[src/orn_defs.vh]
`ifndef ORN_DEFS_VH
`define ORN_DEFS_VH

// register indices; byte address is four times the index
`define ORN_IDX_I_THR 12'h211
`define ORN_IDX_Q_THR 12'h212
`define ORN_IDX_CFG 12'h213
`define ORN_IDX_MODE 12'h214
`define ORN_IDX_SEL 12'h215
`define ORN_IDX_BIND 12'h216
`define ORN_IDX_IRQ_STAT 12'h220
`define ORN_IDX_IRQ_MASK 12'h221
`define ORN_IDX_CHAN_MODE 12'h222
`define ORN_IDX_ACTIVE 12'h223

// reset values
`define ORN_RST_I_THR 8'hF2
`define ORN_RST_Q_THR 8'hAB
`define ORN_RST_STRETCH 3'h7
`define ORN_RST_BIND 2'h2

// field positions
`define ORN_CFG_EN_BIT 3
`define ORN_CFG_N_MSB 2
`define ORN_SEL_A_MSB 1
`define ORN_SEL_B_LSB 2
`define ORN_SEL_B_MSB 3

// preset source modes
`define ORN_MODE_REG 2'h0
`define ORN_MODE_PINS_AB 2'h1
`define ORN_MODE_PINS_A 2'h2

// timing: base stretch in device clock cycles, threshold denominator bits
`define ORN_STRETCH_BASE 11'h008
`define ORN_THR_FRAC_BITS 8

`endif

[src/orn_overrange_preset.v]
// Decided for this implementation: register access over Avalon-MM.
`timescale 1ns/10ps
`include "orn_defs.vh"

module orn_overrange_preset #(
    parameter SAMPLE_W = 16,
    parameter ADDR_W = 14
)(
    // clock and reset
    input wire ref_clk,
    input wire srst,
    // avalon-mm slave, byte address
    input wire [ADDR_W-1:0] avsAddress,
    input wire avsRead,
    input wire avsWrite,
    input wire [31:0] avsWritedata,
    input wire [3:0] avsByteenable,
    output reg [31:0] avsReaddata,
    output reg avsWaitrequest,
    // ddc output samples
    input wire signed [SAMPLE_W-1:0] ddcAI,
    input wire signed [SAMPLE_W-1:0] ddcAQ,
    input wire ddcAValid,
    input wire signed [SAMPLE_W-1:0] ddcBI,
    input wire signed [SAMPLE_W-1:0] ddcBQ,
    input wire ddcBValid,
    // control bits toward the serial link
    output reg [1:0] linkOvrA,
    output reg [1:0] linkOvrB,
    // over-range flag pins
    output reg chanAFlagLo,
    output reg chanAFlagHi,
    output reg chanBFlagLo,
    output reg chanBFlagHi,
    // preset selection pins
    input wire [1:0] presetPinsA,
    input wire [1:0] presetPinsB,
    // active preset indices toward the nco
    output reg [1:0] presetIdxA,
    output reg [1:0] presetIdxB,
    // channel binding toward the datapath
    output reg [1:0] channelBinding,
    // interrupt
    output reg irq
);

// ----------------------------------------
// registers
// ----------------------------------------
reg [7:0] iThr_q;
reg [7:0] qThr_q;
reg flagPinEnable_q;
reg [2:0] stretchExp_q;
reg [1:0] sourceMode_q;
reg [1:0] presetIndexA_q;
reg [1:0] presetIndexB_q;
reg [1:0] bind_q;
reg singleChan_q;
reg [3:0] irqStat_q;
reg [3:0] irqMask_q;
reg [3:0] irqStat_d;

wire [11:0] regIdx;
wire busReq;
wire doWrite;
wire lane0;

assign regIdx = avsAddress[13:2];
assign busReq = avsRead | avsWrite;
// the write lands at the edge where waitrequest is sampled low
assign doWrite = avsWrite & ~avsWaitrequest;
assign lane0 = avsByteenable[0];

// ----------------------------------------
// pin synchronisers
// ----------------------------------------
reg [1:0] pinsAMeta_q;
reg [1:0] pinsASync_q;
reg [1:0] pinsBMeta_q;
reg [1:0] pinsBSync_q;

always @(posedge ref_clk)
begin
    if (srst)
    begin
        pinsAMeta_q <= 2'h0;
        pinsASync_q <= 2'h0;
        pinsBMeta_q <= 2'h0;
        pinsBSync_q <= 2'h0;
    end
    else
    begin
        pinsAMeta_q <= presetPinsA;
        pinsASync_q <= pinsAMeta_q;
        pinsBMeta_q <= presetPinsB;
        pinsBSync_q <= pinsBMeta_q;
    end
end

// ----------------------------------------
// over-range detection and stretch
// ----------------------------------------
wire [SAMPLE_W-1:0] smp [0:3];
wire [3:0] smpValid;
wire [3:0] hit;
wire [3:0] flagOn;
wire [10:0] stretchLen;

assign smp[0] = ddcAI;
assign smp[1] = ddcAQ;
assign smp[2] = ddcBI;
assign smp[3] = ddcBQ;
assign smpValid = {ddcBValid, ddcBValid, ddcAValid, ddcAValid};
assign stretchLen = `ORN_STRETCH_BASE << stretchExp_q;

genvar k;
generate
    for (k = 0; k < 4; k = k + 1)
    begin : g_pin
        wire [SAMPLE_W-1:0] absV;
        wire [7:0] thr;
        wire [SAMPLE_W+7:0] lhs;
        wire [SAMPLE_W+7:0] rhs;
        reg [10:0] cnt_q;
        reg [10:0] cnt_d;

        // most negative sample still gives the right unsigned magnitude
        assign absV = smp[k][SAMPLE_W-1] ? (~smp[k] + {{(SAMPLE_W-1){1'b0}}, 1'b1}) : smp[k];
        assign thr = (k % 2 == 1) ? qThr_q : iThr_q;
        // |s|/2^(W-1) >= thr/256, cross-multiplied
        assign lhs = {absV, 8'h00};
        assign rhs = {1'b0, thr, {(SAMPLE_W-1){1'b0}}};
        assign hit[k] = smpValid[k] & (lhs >= rhs);

        always @*
        begin
            cnt_d = cnt_q;
            if (hit[k])
                cnt_d = stretchLen;
            else if (cnt_q != 11'h000)
                cnt_d = cnt_q - 11'h001;
        end

        always @(posedge ref_clk)
        begin
            if (srst)
                cnt_q <= 11'h000;
            else
                cnt_q <= cnt_d;
        end

        // high for stretchLen cycles after the last hit
        assign flagOn[k] = flagPinEnable_q & (cnt_d != 11'h000);
    end
endgenerate

always @(posedge ref_clk)
begin
    if (srst)
    begin
        linkOvrA <= 2'h0;
        linkOvrB <= 2'h0;
        chanAFlagLo <= 1'b0;
        chanAFlagHi <= 1'b0;
        chanBFlagLo <= 1'b0;
        chanBFlagHi <= 1'b0;
    end
    else
    begin
        // link bits carry the raw detection, never gated
        linkOvrA <= hit[1:0];
        linkOvrB <= hit[3:2];
        chanAFlagLo <= flagOn[0];
        chanAFlagHi <= flagOn[1];
        chanBFlagLo <= flagOn[2];
        chanBFlagHi <= flagOn[3];
    end
end

// ----------------------------------------
// preset selection
// ----------------------------------------
reg [1:0] selA;
reg [1:0] selB;

always @*
begin
    case (sourceMode_q)
        `ORN_MODE_PINS_AB:
        begin
            selA = pinsASync_q;
            selB = pinsBSync_q;
        end
        `ORN_MODE_PINS_A:
        begin
            selA = pinsASync_q;
            selB = pinsASync_q;
        end
        default:
        begin
            // reserved mode 3 falls back to register selection
            selA = presetIndexA_q;
            selB = presetIndexB_q;
        end
    endcase
    if (singleChan_q)
        selB = selA;
end

always @(posedge ref_clk)
begin
    if (srst)
    begin
        presetIdxA <= 2'h0;
        presetIdxB <= 2'h0;
    end
    else
    begin
        presetIdxA <= selA;
        presetIdxB <= selB;
    end
end

// ----------------------------------------
// register writes
// ----------------------------------------
always @*
begin
    irqStat_d = irqStat_q;
    if (doWrite && lane0 && regIdx == `ORN_IDX_IRQ_STAT)
        irqStat_d = irqStat_q & ~avsWritedata[3:0];
    // a hit in the clearing cycle wins
    irqStat_d = irqStat_d | hit;
end

always @(posedge ref_clk)
begin
    if (srst)
    begin
        iThr_q <= `ORN_RST_I_THR;
        qThr_q <= `ORN_RST_Q_THR;
        flagPinEnable_q <= 1'b0;
        stretchExp_q <= `ORN_RST_STRETCH;
        sourceMode_q <= `ORN_MODE_REG;
        presetIndexA_q <= 2'h0;
        presetIndexB_q <= 2'h0;
        bind_q <= `ORN_RST_BIND;
        singleChan_q <= 1'b0;
        irqStat_q <= 4'h0;
        irqMask_q <= 4'h0;
    end
    else
    begin
        irqStat_q <= irqStat_d;
        if (doWrite && lane0)
        begin
            if (regIdx == `ORN_IDX_I_THR)
                iThr_q <= avsWritedata[7:0];
            else if (regIdx == `ORN_IDX_Q_THR)
                qThr_q <= avsWritedata[7:0];
            else if (regIdx == `ORN_IDX_CFG)
            begin
                flagPinEnable_q <= avsWritedata[`ORN_CFG_EN_BIT];
                stretchExp_q <= avsWritedata[`ORN_CFG_N_MSB:0];
            end
            else if (regIdx == `ORN_IDX_MODE)
                sourceMode_q <= avsWritedata[1:0];
            else if (regIdx == `ORN_IDX_SEL)
            begin
                presetIndexA_q <= avsWritedata[`ORN_SEL_A_MSB:0];
                presetIndexB_q <= avsWritedata[`ORN_SEL_B_MSB:`ORN_SEL_B_LSB];
            end
            else if (regIdx == `ORN_IDX_BIND)
                bind_q <= avsWritedata[1:0];
            else if (regIdx == `ORN_IDX_IRQ_MASK)
                irqMask_q <= avsWritedata[3:0];
            else if (regIdx == `ORN_IDX_CHAN_MODE)
                singleChan_q <= avsWritedata[0];
        end
    end
end

// ----------------------------------------
// read data, waitrequest, interrupt
// ----------------------------------------
reg [7:0] rdMux;

always @*
begin
    if (regIdx == `ORN_IDX_I_THR)
        rdMux = iThr_q;
    else if (regIdx == `ORN_IDX_Q_THR)
        rdMux = qThr_q;
    else if (regIdx == `ORN_IDX_CFG)
        rdMux = {4'h0, flagPinEnable_q, stretchExp_q};
    else if (regIdx == `ORN_IDX_MODE)
        rdMux = {6'h00, sourceMode_q};
    else if (regIdx == `ORN_IDX_SEL)
        rdMux = {4'h0, presetIndexB_q, presetIndexA_q};
    else if (regIdx == `ORN_IDX_BIND)
        rdMux = {6'h00, bind_q};
    else if (regIdx == `ORN_IDX_IRQ_STAT)
        rdMux = {4'h0, irqStat_q};
    else if (regIdx == `ORN_IDX_IRQ_MASK)
        rdMux = {4'h0, irqMask_q};
    else if (regIdx == `ORN_IDX_CHAN_MODE)
        rdMux = {7'h00, singleChan_q};
    else if (regIdx == `ORN_IDX_ACTIVE)
        rdMux = {4'h0, presetIdxB, presetIdxA};
    else
        rdMux = 8'h00;
end

always @(posedge ref_clk)
begin
    if (srst)
    begin
        avsWaitrequest <= 1'b1;
        avsReaddata <= 32'h00000000;
        irq <= 1'b0;
        channelBinding <= `ORN_RST_BIND;
    end
    else
    begin
        // one wait cycle per access, then back to busy
        avsWaitrequest <= ~(busReq & avsWaitrequest);
        if (avsRead && avsWaitrequest)
            avsReaddata <= {24'h000000, rdMux};
        irq <= |(irqStat_d & irqMask_q);
        channelBinding <= bind_q;
    end
end

endmodule // orn_overrange_preset

[config.mk]
export PLATFORM = sky130hd
export DESIGN_NAME = orn_overrange_preset
export DESIGN_NICKNAME = d
export VERILOG_FILES = /design/src/orn_overrange_preset.v
export VERILOG_INCLUDE_DIRS = /design/src
export SDC_FILE = /design/constraint.sdc
export NUM_CORES = 1
export LEC_CHECK = 0
export ABC_CLOCK_PERIOD_IN_PS = 8200
export BUFFER_PORTS_ARGS = -buffer_cell sky130_fd_sc_hd__clkbuf_2
export CAP_MARGIN = 10
export CORE_ASPECT_RATIO = 1.4
export CORE_UTILIZATION = 59
export DETAILED_ROUTE_END_ITERATION = 8
export GPL_TIMING_DRIVEN = 0
export PLACE_DENSITY = 0.82
export SLEW_MARGIN = 20
export SYNTH_ARGS = -nofsm -noshare
export SYNTH_HDL_FRONTEND = slang
export SYNTH_SLANG_ARGS = --single-unit
[constraint.sdc]
create_clock -name ref_clk -period 8.2 [get_ports ref_clk]
set_clock_uncertainty 0.05 [all_clocks]
set_input_delay 2.46 -clock ref_clk [delete_from_list [all_inputs] [get_ports ref_clk]]
set_output_delay 2.46 -clock ref_clk [all_outputs]
set_load 0.005 [all_outputs]
==> run_results.csv <==
group,metric,value,unit
run_status,outcome,"finished clean",
grt,grt-ovfl-total,0,
min_path,hold_end,"pinsBSync_q[1]",
sta,min_period_over_period,0.772,
sta,rsz0062_at_grt,"false",
routing,first_iter_violations,452,
setup_path,r2r_setup_slack,5.25,ns
layout,fin_nets,1244,
yosys,muxShareOfSynthArea,0.0682,
routing,wl_per_cell,16.2,um
sta,final_max_slew_viol_count,0,
sta,max_freq,0.158,GHz
setup_path,timing.rr.end,"g_pin[2].cnt_q[6]",
routing,vias,7429,
yosys,synth_top_family_by_area,"simple AND/OR/NAND/NOR gates",
setup_path,end_kind,"flip-flop",
yosys,synth_xor_area_frac,0.0588,
yosys,synth-simple-area-share,0.251,
min_path,holdPathStages,1,
setup_path,r2r_cells,9,
sta,worst_slack,1.87,ns
die,fp-row-count,48,
cts,cts_buffers,17,
cts,clkSinkCount,113,
cts,clk_latency,0.42,ns
cts,ctsResizeCount,0,
routing,drt-pass1-iter-count,8,
setup_path,start_kind,"input port",
setup_path,worstReg2RegStart,"g_pin[0].thr[6]",
sta,worst_slew_pin_slew,1.12,ns
die,coreArea,12300,um2
cts,cts_max_level,4,
yosys,ys_ff_latch,113,
yosys,syn_area_per_cell,8.08,um2
yosys,synth_compound_area_frac,0.181,
yosys,synth_warnings,0,
sta,slew_headroom,0.245,
routing,viasPerCell,5.99,
sta,fin_tns_setup,0,ns
setup_path,arrival,6.56,ns
sta,finalSetupViolCount,0,
min_path,hp-start,"pinsBMeta_q[1]",
sta,finalHoldViolations,0,
grt,grt_pass1_wl,31.8,mm
cts,cts_root_buf,"clkbuf_16",
grt,grt_usage,0.303,
cts,cts_tree,"built",
layout,syn2layout_area_growth,20.2,%
setup_path,crit_required,8.43,ns
routing,routed_wl,20.1,mm
grt,antenna_found_initial,0,
grt,grt_pass1_vias,6873,
cts,cts_setup_buffers,0,
yosys,synth-edff-count,0,
die,initial_core_util,0.605,
yosys,ys_async_sr_fraction,0,
place,portBuffers,114,
yosys,ys.flop_type,"dfxtp_1",
yosys,syn-instance-count,922,
yosys,seq_area_frac_synth,0.304,
cts,cts_buffer_depth,2,
place,pre_cts_ws,1.53,ns
power,p_leak,3.90,nW
place,dp_hpwl,15.1,mm
run,drv_cap,0,
place,place.gp.congestion,0.950,
cts,hold_buffers,0,
routing,drcViolationCount,0,
power,power_density,264,nW/um2
routing,postRouteAntennaNets,0,
yosys,syn_area,7450,um2
sta,timing.hold.ws,0.385,ns
sta,finalWorstPathRequiredPeriod,6.33,ns
grt,grt_max_degree,17,
layout,drive_gt1_frac,0.186,
die,io_pins,172,
cts,cts.clk_slew.worst_paths,0.06,ns
layout,diodes,0,
yosys,synth_fa_ha_area_frac,0.0706,
setup_path,path_class,"in2reg",
die,fp.dieArea,13100,um2
setup_path,critPathMaxFanout,10,
min_path,hp-class,"reg2reg",
power,irDropWorstVdd,116,uV
die,die_w,97.0,um
die,dieHeight,135,um
yosys,synth_cell_type_count,77,
-- power by group --
part / internal (mW) / switching [mW] / total (mW)
Clock: 0.511 / 0.278 / 0.789
Combinational: 0.375 / 0.478 / 0.853
Sequential: 0.631 / 0.0870 / 0.718
Total: 1.52 / 0.843 / 2.36
-- stage by stage --
| step | instance area [um2] | power (mW) | cells | util |
|---|---|---|---|---|
| floorplan | 7530 | 1.37 | 945 | - |
| detailed placement | 8300 | 1.56 | 1209 | 0.674 |
| finish | 8950 | 2.36 | 1241 | 0.727 |
| CTS | 8940 | 2.35 | 1241 | 0.726 |
| global placement | 8290 | 1.53 | 1209 | 0.674 |
| global route | 8950 | 2.50 | 1241 | 0.727 |
-- worst max-delay path by stage --
stage	start	to	slack, ns	depth (start not counted)
finish	ddcBQ[5]	g_pin[3].cnt_q[8]	1.87	15
global route	ddcBQ[5]	g_pin[3].cnt_q[8]	1.36	15
CTS	ddcBQ[5]	g_pin[3].cnt_q[8]	1.95	15
detailed placement	ddcBQ[5]	g_pin[3].cnt_q[8]	1.53	15
global placement	ddcAI[3]	g_pin[0].cnt_q[8]	1.46	13
floorplan	ddcAI[3]	g_pin[0].cnt_q[8]	2.16	12
-- cells in the final DEF (no fill, tap or decap), drive strengths merged, types with 6 or more instances in the layout --
cell,n
xnor2,35
dfxtp,113
or4,16
or3,17
nand3,20
mux2i,41
o31ai,10
o21ai,38
mux2,6
conb,24
nand4,7
a21oi,47
xor2,15
a31oi,8
buf,29
clkinv,6
nor2b,20
inv,47
nor2,108
nor3b,6
a22oi,8
nor4,12
clkbuf,162
nand2,82
o41ai,11
a211oi,14
nor3,28
o211ai,17
ha,42
nand2b,16
-- cell families after synthesis --
family,Yosys count
buf+inv,105
other cells,1
simple gates,365
compound gates,198
mux,48
xor+xnor,50
fa+ha+maj,42
flops,113
-- routing by layer --
layer,GRT usage,part of all wire
met1,0.321,0.38
met3,0.0455,0.055
met5,0,0
met4,0.187,0.051
met2,0.559,0.51
-- worst max-delay path, stage by stage --
cell      delay [ns]
clkbuf_2        0.10
or4_1           0.60
or3_1           0.38
o41ai_1         0.51
nand2_1         0.15
xor2_1          0.18
ha_1            0.28
nand2_1         0.06
nor3_1          0.21
o21ai_0         0.11
o221ai_1        0.75
clkbuf_1        0.42
o21ai_0         0.17
o21ai_0         0.11
nor2_1          0.06
-- flip-flops by register name, indices dropped and copies added (netlist names), 3 cells and up --
name / cells
g_pin.cnt_q: 44
g_pin.thr: 16
avsReaddata: 8
irqMask_q: 4
irqStat_q: 4
stretchExp_q: 3
-- area by class of cell --
cell class,count,area (um2)
clock buffers,17,425
fillers,988,3360
repair buffers,114,571
multi-input cells,727,4800
well taps,150,188
flip-flops and latches,113,2260
plain buffers,60,325
clock inverters,15,209
inverters,45,169
-- synthesized netlist by cell type (3+ instances only) --
cell type	number	share of area
nor3_1	28	0.019
o41ai_1	10	0.012
o21a_1	5	0.0050
o21ai_0	38	0.026
nand4b_1	4	0.0047
nand3_1	20	0.013
nor4b_1	4	0.0047
clkbuf_1	31	0.016
mux2i_1	41	0.055
and2_1	3	0.0025
a21boi_0	5	0.0050
nand2_1	82	0.041
nand4_1	7	0.0059
inv_1	44	0.022
nor2_1	106	0.053
or4_4	3	0.0045
or2_2	5	0.0042
ha_1	42	0.071
o221ai_1	3	0.0035
and3_1	3	0.0025
a31oi_1	8	0.0067
o31a_1	3	0.0035
nand2b_1	16	0.013
o211ai_1	16	0.016
a41oi_1	3	0.0035
xnor2_1	35	0.041
or4_1	13	0.013
or3_1	17	0.014
xor2_1	15	0.018
nor3b_1	6	0.0060
nand3b_1	3	0.0030
dfxtp_1	113	0.30
mux2_2	4	0.0060
a21oi_1	47	0.032
a211oi_1	12	0.012
nor4_1	12	0.010
buf_4	24	0.024
a22oi_1	8	0.0081
nor2b_1	20	0.017
o31ai_1	10	0.010
(Power assumes the default switching activity.)
